**src/inc/csf_regs.svh**
```systemverilog
// constants for the capacitive sense frequency measurement block
`ifndef CSF_REGS_SVH
`define CSF_REGS_SVH

// range field encodings
`define CSF_RNG_CODE_OFF     2'b00
`define CSF_RNG_CODE_LOW     2'b01
`define CSF_RNG_CODE_MED     2'b10
`define CSF_RNG_CODE_HIGH    2'b11

// second timer clock-source code that picks the sense oscillator
`define CSF_TB_SRC_SENSE     2'b11
// second timer clock-source code that picks the external pin
`define CSF_TB_SRC_PIN       2'b10

// first timer clock-source bit value that selects an external source
`define CSF_TA_SRC_EXT       1'b0

// field positions of the sense control word
`define CSF_C0_TA_SEL_POS    0
`define CSF_C0_RANGE_POS     2
`define CSF_C0_REF_POS       6
`define CSF_C0_EN_POS        7

// reset values
`define CSF_C0_RESET         5'h00
`define CSF_TB_RESET         4'h0
`define CSF_TA_SRC_RESET     1'b1

// counter widths
`define CSF_TA_W             8
`define CSF_TB_W             16

`endif

```
**src/inc/csf_pkg.sv**
```systemverilog
// types shared by the capacitive sense frequency measurement block
package csf_pkg;

  // decoded oscillator current range
  typedef enum logic [2:0] {
    CSF_RNG_OFF,
    CSF_RNG_NOISE,
    CSF_RNG_LOW,
    CSF_RNG_MED,
    CSF_RNG_HIGH
  } csf_range_t;

  // sense control word as written by software
  typedef struct packed {
    logic       enable;
    logic       ref_mode_sel;
    logic [1:0] current_range_sel;
    logic       sense_to_timer_a_sel;
  } csf_ctrl0_t;

  // second timer control as written by software
  typedef struct packed {
    logic [1:0] timer_b_clk_src;
    logic       timer_b_on;
    logic       timer_b_gate_en;
  } csf_tb_ctrl_t;

  // controls toward the analog oscillator
  typedef struct packed {
    logic       osc_path_en;
    logic       current_src_en;
    logic       var_ref_sel;
    csf_range_t range;
  } csf_analog_t;

endpackage

```
**src/design/csf_top.sv**
```systemverilog
// capacitive sense mode decode, timer clock routing and counting timers
//
// Function
// - reference-mode bit picks fixed or variable references
// - decode range field per reference mode
// - noise mode disables only the current source
// - sense oscillator clocks first or second timer
// - first timer uses oscillator when select set, external
// - second timer uses oscillator on source code 11
// - second timer on bit and gate enable
// - status bit shows source or sink direction
// - first timer stops during sleep
`timescale 1ns/100ps
`default_nettype none
`include "csf_regs.svh"

module csf_top
  import csf_pkg::*;
(
  input  wire logic                 clock,                 // 50 MHz system clock
  input  wire logic                 rst_b,                 // async reset, active low
  input  wire logic                 clk_en,                // freezes all state while low
  input  wire logic                 ctrl0_wr,              // load sense control word
  input  wire csf_ctrl0_t           ctrl0_in,              // sense control word
  input  wire logic                 ta_src_wr,             // load first timer source bit
  input  wire logic                 timer_a_clk_src,       // 1 internal, 0 external
  input  wire logic                 tb_ctrl_wr,            // load second timer control
  input  wire csf_tb_ctrl_t         tb_ctrl_in,            // second timer control
  input  wire logic                 sleep_active,          // core is asleep
  input  wire logic                 timer_a_clear,         // clear first timer
  input  wire logic                 timer_b_clear,         // clear second timer
  input  wire logic                 ta_ovf_clear,          // clear first timer overflow flag
  input  wire logic                 sense_osc_in,          // comparator output of the oscillator
  input  wire logic                 timer_a_pin,           // external clock pin of first timer
  input  wire logic                 timer_b_pin,           // external clock pin of second timer
  input  wire logic                 timer_b_gate_in,       // gate level of second timer
  output var  csf_analog_t          analog_ctrl,           // controls to the oscillator
  output var  logic                 osc_direction_status,  // 1 sourcing, 0 sinking
  output var  logic                 sense_on_timer_a,      // oscillator clocks first timer
  output var  logic                 sense_on_timer_b,      // oscillator clocks second timer
  output var  logic [`CSF_TA_W-1:0] timer_a_count,         // first timer value
  output var  logic [`CSF_TB_W-1:0] timer_b_count,         // second timer value
  output var  logic                 timer_a_ovf            // sticky first timer overflow
);

  // decode of reference mode and range into oscillator controls
  function automatic csf_analog_t decode_analog(input csf_ctrl0_t c);
    csf_analog_t a;
    a.var_ref_sel    = c.ref_mode_sel;
    a.osc_path_en    = c.enable;
    a.current_src_en = c.enable;
    a.range          = CSF_RNG_OFF;
    unique case (c.current_range_sel)
      `CSF_RNG_CODE_OFF: begin
        if (c.ref_mode_sel) begin
          a.range          = CSF_RNG_NOISE;
          a.current_src_en = 1'b0;
        end else begin
          a.range          = CSF_RNG_OFF;
          a.current_src_en = 1'b0;
          a.osc_path_en    = 1'b0;
        end
      end
      `CSF_RNG_CODE_LOW:  a.range = CSF_RNG_LOW;
      `CSF_RNG_CODE_MED:  a.range = CSF_RNG_MED;
      `CSF_RNG_CODE_HIGH: a.range = CSF_RNG_HIGH;
    endcase
    if (!c.enable) begin
      a.range = CSF_RNG_OFF;
    end
    return a;
  endfunction

  // configuration state
  csf_ctrl0_t   ctrl0_q;      // sense control word
  csf_ctrl0_t   ctrl0_d;
  logic         ta_src_q;     // first timer source bit
  logic         ta_src_d;
  csf_tb_ctrl_t tb_ctrl_q;    // second timer control
  csf_tb_ctrl_t tb_ctrl_d;

  // output and counting state
  csf_analog_t          analog_q;   // registered oscillator controls
  csf_analog_t          analog_d;
  logic                 dir_q;      // registered direction status
  logic                 dir_d;
  logic                 on_a_q;     // oscillator routed to first timer
  logic                 on_a_d;
  logic                 on_b_q;     // oscillator routed to second timer
  logic                 on_b_d;
  logic [`CSF_TA_W-1:0] ta_q;       // first timer counter
  logic [`CSF_TA_W-1:0] ta_d;
  logic [`CSF_TB_W-1:0] tb_q;       // second timer counter
  logic [`CSF_TB_W-1:0] tb_d;
  logic                 ovf_q;      // sticky overflow of first timer
  logic                 ovf_d;

  // synchronised inputs
  logic osc_level;   // oscillator level after filtering
  logic osc_rise;    // oscillator rising edge
  logic pa_rise;     // first timer pin rising edge
  logic pb_rise;     // second timer pin rising edge
  logic gate_level;  // second timer gate level

  // count enables
  logic ta_tick;     // first timer increments this cycle
  logic tb_run;      // second timer allowed to run
  logic tb_tick;     // second timer increments this cycle

  // oscillator edges into the clock domain
  csf_edge_sync u_sync_osc (
    .clock    (clock),
    .rst_b    (rst_b),
    .clk_en   (clk_en),
    .async_in (sense_osc_in),
    .level    (osc_level),
    .rise     (osc_rise)
  );

  // first timer external pin
  csf_edge_sync u_sync_pa (
    .clock    (clock),
    .rst_b    (rst_b),
    .clk_en   (clk_en),
    .async_in (timer_a_pin),
    .level    (),
    .rise     (pa_rise)
  );

  // second timer external pin
  csf_edge_sync u_sync_pb (
    .clock    (clock),
    .rst_b    (rst_b),
    .clk_en   (clk_en),
    .async_in (timer_b_pin),
    .level    (),
    .rise     (pb_rise)
  );

  // second timer gate level
  csf_edge_sync u_sync_gate (
    .clock    (clock),
    .rst_b    (rst_b),
    .clk_en   (clk_en),
    .async_in (timer_b_gate_in),
    .level    (gate_level),
    .rise     ()
  );

  // configuration next values from software writes
  always_comb begin
    ctrl0_d   = ctrl0_wr   ? ctrl0_in        : ctrl0_q;
    ta_src_d  = ta_src_wr  ? timer_a_clk_src : ta_src_q;
    tb_ctrl_d = tb_ctrl_wr ? tb_ctrl_in      : tb_ctrl_q;
  end

  // configuration registers
  always_ff @(posedge clock or negedge rst_b) begin
    if (!rst_b) begin
      ctrl0_q   <= `CSF_C0_RESET;
      ta_src_q  <= `CSF_TA_SRC_RESET;
      tb_ctrl_q <= `CSF_TB_RESET;
    end else if (clk_en) begin
      ctrl0_q   <= ctrl0_d;
      ta_src_q  <= ta_src_d;
      tb_ctrl_q <= tb_ctrl_d;
    end
  end

  // routing, count enables and counter next values
  always_comb begin
    analog_d = decode_analog(ctrl0_q);
    dir_d    = ctrl0_q.enable & osc_level;
    // oscillator to first timer only with select set and external source
    on_a_d   = ctrl0_q.sense_to_timer_a_sel & (ta_src_q == `CSF_TA_SRC_EXT);
    // oscillator to second timer on source code 11
    on_b_d   = (tb_ctrl_q.timer_b_clk_src == `CSF_TB_SRC_SENSE);
    // first timer source select, halted in sleep
    if (sleep_active) begin
      ta_tick = 1'b0;
    end else if (ta_src_q != `CSF_TA_SRC_EXT) begin
      ta_tick = 1'b1;
    end else if (on_a_q) begin
      ta_tick = osc_rise & ctrl0_q.enable;
    end else begin
      ta_tick = pa_rise;
    end
    // second timer on bit and gate
    tb_run = tb_ctrl_q.timer_b_on & (~tb_ctrl_q.timer_b_gate_en | gate_level);
    if (!tb_run) begin
      tb_tick = 1'b0;
    end else if (on_b_q) begin
      tb_tick = osc_rise & ctrl0_q.enable;
    end else if (tb_ctrl_q.timer_b_clk_src == `CSF_TB_SRC_PIN) begin
      tb_tick = pb_rise;
    end else begin
      tb_tick = 1'b1;
    end
    // counters: clear wins over a tick so a window starts at zero
    ta_d = ta_q;
    if (timer_a_clear) begin
      ta_d = '0;
    end else if (ta_tick) begin
      ta_d = ta_q + `CSF_TA_W'(1);
    end
    tb_d = tb_q;
    if (timer_b_clear) begin
      tb_d = '0;
    end else if (tb_tick) begin
      tb_d = tb_q + `CSF_TB_W'(1);
    end
    // overflow flag: a wrap in a flag clear cycle still sets it, a tick under counter clear does not
    ovf_d = ovf_q;
    if (ta_tick && !timer_a_clear && (ta_q == {`CSF_TA_W{1'b1}})) begin
      ovf_d = 1'b1;
    end else if (ta_ovf_clear) begin
      ovf_d = 1'b0;
    end
  end

  // routing and counter registers
  always_ff @(posedge clock or negedge rst_b) begin
    if (!rst_b) begin
      analog_q <= '0;
      dir_q    <= 1'b0;
      on_a_q   <= 1'b0;
      on_b_q   <= 1'b0;
      ta_q     <= '0;
      tb_q     <= '0;
      ovf_q    <= 1'b0;
    end else if (clk_en) begin
      analog_q <= analog_d;
      dir_q    <= dir_d;
      on_a_q   <= on_a_d;
      on_b_q   <= on_b_d;
      ta_q     <= ta_d;
      tb_q     <= tb_d;
      ovf_q    <= ovf_d;
    end
  end

  // outputs straight from flops
  assign analog_ctrl          = analog_q;
  assign osc_direction_status = dir_q;
  assign sense_on_timer_a     = on_a_q;
  assign sense_on_timer_b     = on_b_q;
  assign timer_a_count        = ta_q;
  assign timer_b_count        = tb_q;
  assign timer_a_ovf          = ovf_q;

endmodule

`default_nettype wire

```
**src/design/csf_edge_sync.sv**
```systemverilog
// three-stage synchroniser with agreement filter and rising-edge pulse
`timescale 1ns/100ps
`default_nettype none

module csf_edge_sync
  import csf_pkg::*;
(
  input  wire logic clock,     // system clock
  input  wire logic rst_b,     // async reset, active low
  input  wire logic clk_en,    // freezes state while low
  input  wire logic async_in,  // level from outside the clock domain
  output var  logic level,     // filtered level
  output var  logic rise       // one-cycle pulse on filtered rise
);

  logic [2:0] sync_q;  // stage 0 read only by stage 1
  logic [2:0] sync_d;
  logic       level_q; // accepted level
  logic       level_d;
  logic       rise_q;  // rise pulse
  logic       rise_d;

  // next values: accept a change once stages 1 and 2 agree
  always_comb begin
    sync_d  = {sync_q[1:0], async_in};
    level_d = level_q;
    rise_d  = 1'b0;
    if (sync_q[1] == sync_q[2]) begin
      level_d = sync_q[2];
      rise_d  = sync_q[2] & ~level_q;
    end
  end

  // registers, frozen while the enable is low
  always_ff @(posedge clock or negedge rst_b) begin
    if (!rst_b) begin
      sync_q  <= 3'h0;
      level_q <= 1'b0;
      rise_q  <= 1'b0;
    end else if (clk_en) begin
      sync_q  <= sync_d;
      level_q <= level_d;
      rise_q  <= rise_d;
    end
  end

  assign level = level_q;
  assign rise  = rise_q;

endmodule

`default_nettype wire

```
**config.mk**
```make
export PLATFORM = sky130hd
export DESIGN_NAME = csf_top
export DESIGN_NICKNAME = d
export VERILOG_FILES = /design/src/inc/csf_pkg.sv /design/src/design/csf_top.sv /design/src/design/csf_edge_sync.sv
export VERILOG_INCLUDE_DIRS = /design/src /design/src/inc
export SDC_FILE = /design/constraint.sdc
export NUM_CORES = 1
export LEC_CHECK = 0
export BUFFER_PORTS_ARGS = -buffer_cell sky130_fd_sc_hd__buf_2
export CAP_MARGIN = 20
export CORE_ASPECT_RATIO = 1.4
export CORE_UTILIZATION = 60
export DETAILED_ROUTE_END_ITERATION = 10
export PLACE_DENSITY = 0.9
export RECOVER_POWER = 50
export REMOVE_ABC_BUFFERS = 1
export SYNTH_ARGS = -nofsm -noshare
export SYNTH_HDL_FRONTEND = slang
export SYNTH_HIERARCHICAL = 1
export SYNTH_SLANG_ARGS = --single-unit
```
**constraint.sdc**
```tcl
create_clock -name clock -period 3.43 [get_ports clock]
set_clock_uncertainty 0.15 [all_clocks]
set_input_delay 0.686 -clock clock [delete_from_list [all_inputs] [get_ports clock]]
set_output_delay 0.686 -clock clock [all_outputs]
set_load 0.01 [all_outputs]
```
==> metrics.sh <==
HOLD_BUFFERS=0
GRT_PASS1_VIAS=2356
CLOCK_PATH_BUFFERS=2
CRITPATHTOPFAMILY='buffers and inverters'
CELLLEAKAGEPOWER_uW=0.00175
POSTLAYOUTCOREUTIL_PCT=70.5
ENDPOINT_KIND='register'
CTS_REPAIR_RESIZE_COUNT=0
ROUTED_WL_MM=6.40
NUMCLOCKSINKS=63
CRITICAL_PATH.N_BUFFERS_INVERTERS=1
HOLD_PATH.CLASS='in -> async'
POST_CTS_BUFFERS=0
DESIGN_POWER_TOTAL_uW=2120
CTSROOTBUFFERMASTER='clkbuf_8'
COMB_POWER_SHARE_PCT=23.1
REPORT.FINAL.SETUP_VIOL=0
FIRST_DRT_PASS_ITERATION_COUNT=4
WHS_NS=0.111
MAX_SLEW.WORST_PIN.SLEW_NS=1.14
FINAL-HOLD-VIOLATION-COUNT=0
DIE_WIDTH_UM=64.1
DIE_AREA_UM2=5700
ROUTE.VIAS.TOTAL=2498
OUTCOME='finished clean'
WORST_IR_DROP_VDD_mV=0.342
NUMCTSBUFFERS=9
INSERTION_DELAY_NS=0.34
CELL_INTERNAL_POWER_DISSIPATION_uW=1410
GR-TOTAL-OVERFLOW=0
MAX_CAP_VIOL_COUNT=0
ROUTED_WIRELENGTH_NORMALIZED_BY_INSTANCE_COUNT_UM=14.9
N_ANTENNA_CELL=0
NET-SWITCHING-POWER_uW=709
YS_WARN_COUNT=6
DPL.HPWL_MM=4.42
GRT_ANTENNA_BEFORE_REPAIR=0
TIMING.FINAL.MAX_SLEW_VIOLATIONS=0
REMAINING_ROUTING_DRC_VIOLATIONS=0
SETUP_TOTAL_NEGATIVE_SLACK_NS=0
DRIVE_ABOVE_1_SHARE_PCT=27.7
PWR_DENSITY_CELL_nW_PER_UM2=579
CLKTRANSATPATHREGS_NS=0.07
CRITICAL_PATH_PEAK_FANOUT=22
FILLER_CELL_COUNT=392
AVGVIACOUNTPERCELL=5.81
CRIT_PATH_TOP_DELAY_CELL='clkbuf_1'
TRITONCTS='yes'
CRITICALPATHCATEGORY='in -> reg'
WORSTSETUPSTARTPOINTTYPE='input pin'
DETAIL_ROUTE.ITER0.VIOLATIONS=200
CP_CELL_SEQUENCE='clkbuf_1, o21ai_2, or2_2, a221o_1'
GRT_FIRST_PASS_WIRELENGTH_MM=10.6
IOS=58
SWITCHING_FRACTION_PCT=33.4
SYNTHCELLS=303
PLACEMENT_ROWS=31
POWER_FRAC_CLOCK_PCT=27.1
FINAL_DESIGN_AREA_NO_FILL_UM2=3660
SEQ_POWER_SHARE_PCT=49.8
NNETSFINAL=388
PORT-BUFFER-COUNT=57
ANTENNA_VIOLATING_NETS_POST_ROUTE=0
MAPPED_CELL_AREA_UM2=3240
AREA_DELTA_SYNTH_FINAL_PCT=13.2
CRIT_REQUIRED_NS=3.50
GP_ROUTABILITY_CONGESTION=0.817
SYNTHESIS.AREA_PER_INSTANCE_UM2=10.7
CORE_REGION_AREA_UM2=5200
GRT_MAX_DEGREE=35
POST_DP_CELL_AREA_UM2=3510
GLOBALROUTETOTALUTIL_PCT=24.8
START_UTIL_PCT=62.3
FINAL.MIN_CLOCK_PERIOD_NS=2.46
WORST_EP_ARRIVAL_TIME_NS=2.53
PERIOD_SHARE_PCT=71.7
CLOCK_TREE.HTREE_LEVEL_COUNT=3
MAXSLEWHEADROOM_PCT=23.7
RSZ0062_AT_GRT='false'
MAXCLOCKFREQUENCY_MHz=407
CPPEAKSTAGEDELAY_NS=0.77
FLOORPLAN.DIE.HEIGHT_UM=88.9
==> path summary, 6_finish.rpt <==
kind                                            startpoint  cells after the start                               to  slack (ns)
hold / removal                                       rst_b                      1    timer_b_count[11]$_DFFE_PN0P_        0.11
hold reg to reg            u_sync_pa/sync_q[0]$_DFFE_PN0P_                      1  u_sync_pa/sync_q[0]$_DFFE_PN0P_        0.34
max in group asynchronous                            rst_b                      2      u_sync_pb/level$_DFFE_PN0P_        1.62
setup / recovery                                    clk_en                      4     timer_b_count[5]$_DFFE_PN0P_        0.97
min in group clock         u_sync_pa/sync_q[0]$_DFFE_PN0P_                      1  u_sync_pa/sync_q[0]$_DFFE_PN0P_        0.34
setup reg to reg                  tb_ctrl_q[2]$_DFFE_PN0P_                      4     timer_b_count[7]$_DFFE_PN0P_        1.28
==> routing by layer <==
metal	wire, um	track usage (%)	up-vias
li1	-	-	1210
met1	2670	28.9	1207
met2	3310	42.3	67
met3	294	7.27	14
met4	131	11.6	0
met5	0	0	-
==> sequential cells by signal (all words and copies together), names as in the netlist, 3 cells and up <==
register	flops
timer_a_count	8
timer_b_count	16
analog_ctrl	6
u_sync_pa/sync_q	3
u_sync_osc/sync_q	3
u_sync_gate/sync_q	3
tb_ctrl_q	4
ctrl0_q	4
u_sync_pb/sync_q	3
==> placed cells by master (no fill, tap or decap), drive strengths merged, types with 4 or more instances in the layout <==
cell     n
a21oi   11
and3     4
buf     58
clkbuf  15
clkinv   4
dfrtp   62
ha       5
inv     23
mux2    20
mux2i    4
nand2   22
nand2b   9
nand3   12
nand4    5
nor2     7
nor2b   14
o211ai   8
o21ai   21
o22ai    8
o31ai    5
or4      7
==> final cells by class <==
class	instances	area [um2]	area share (%)
clock buffer	12	155	4.23
clock inverter	4	20.0	0.546
inverter	23	86.3	2.36
multi-input combinational	201	1430	39.1
sequential	63	1580	43.1
tap	66	82.6	2.25
timing repair buffer	61	309	8.43
==> power groups by stage <==
stage	Clock [uW]	Sequential, uW	Combinational (uW)
3_3_place_gp	0	1050	476
6_report	576	1060	490
4_1_cts	586	1050	501
2_1_floorplan	0	1060	278
5_1_grt	618	1080	556
3_5_place_dp	0	1070	498
==> stage by stage <==
| stage | cells | setup slack [ns] |
|---|---|---|
| global placement | 414 | 1.08 |
| global route | 430 | 0.769 |
| detailed placement | 414 | 1.03 |
| CTS | 430 | 1.29 |
| floorplan | 287 | 1.50 |
| finish | 430 | 0.970 |
==> worst reg2reg max path: stages (launching register included) <==
cell,delay [ns]
dfrtp_1,0.39
or4b_4,0.55
a31oi_4,0.47
or2_2,0.31
o211ai_1,0.14
Note: power is estimated with default switching activity, not from simulation.
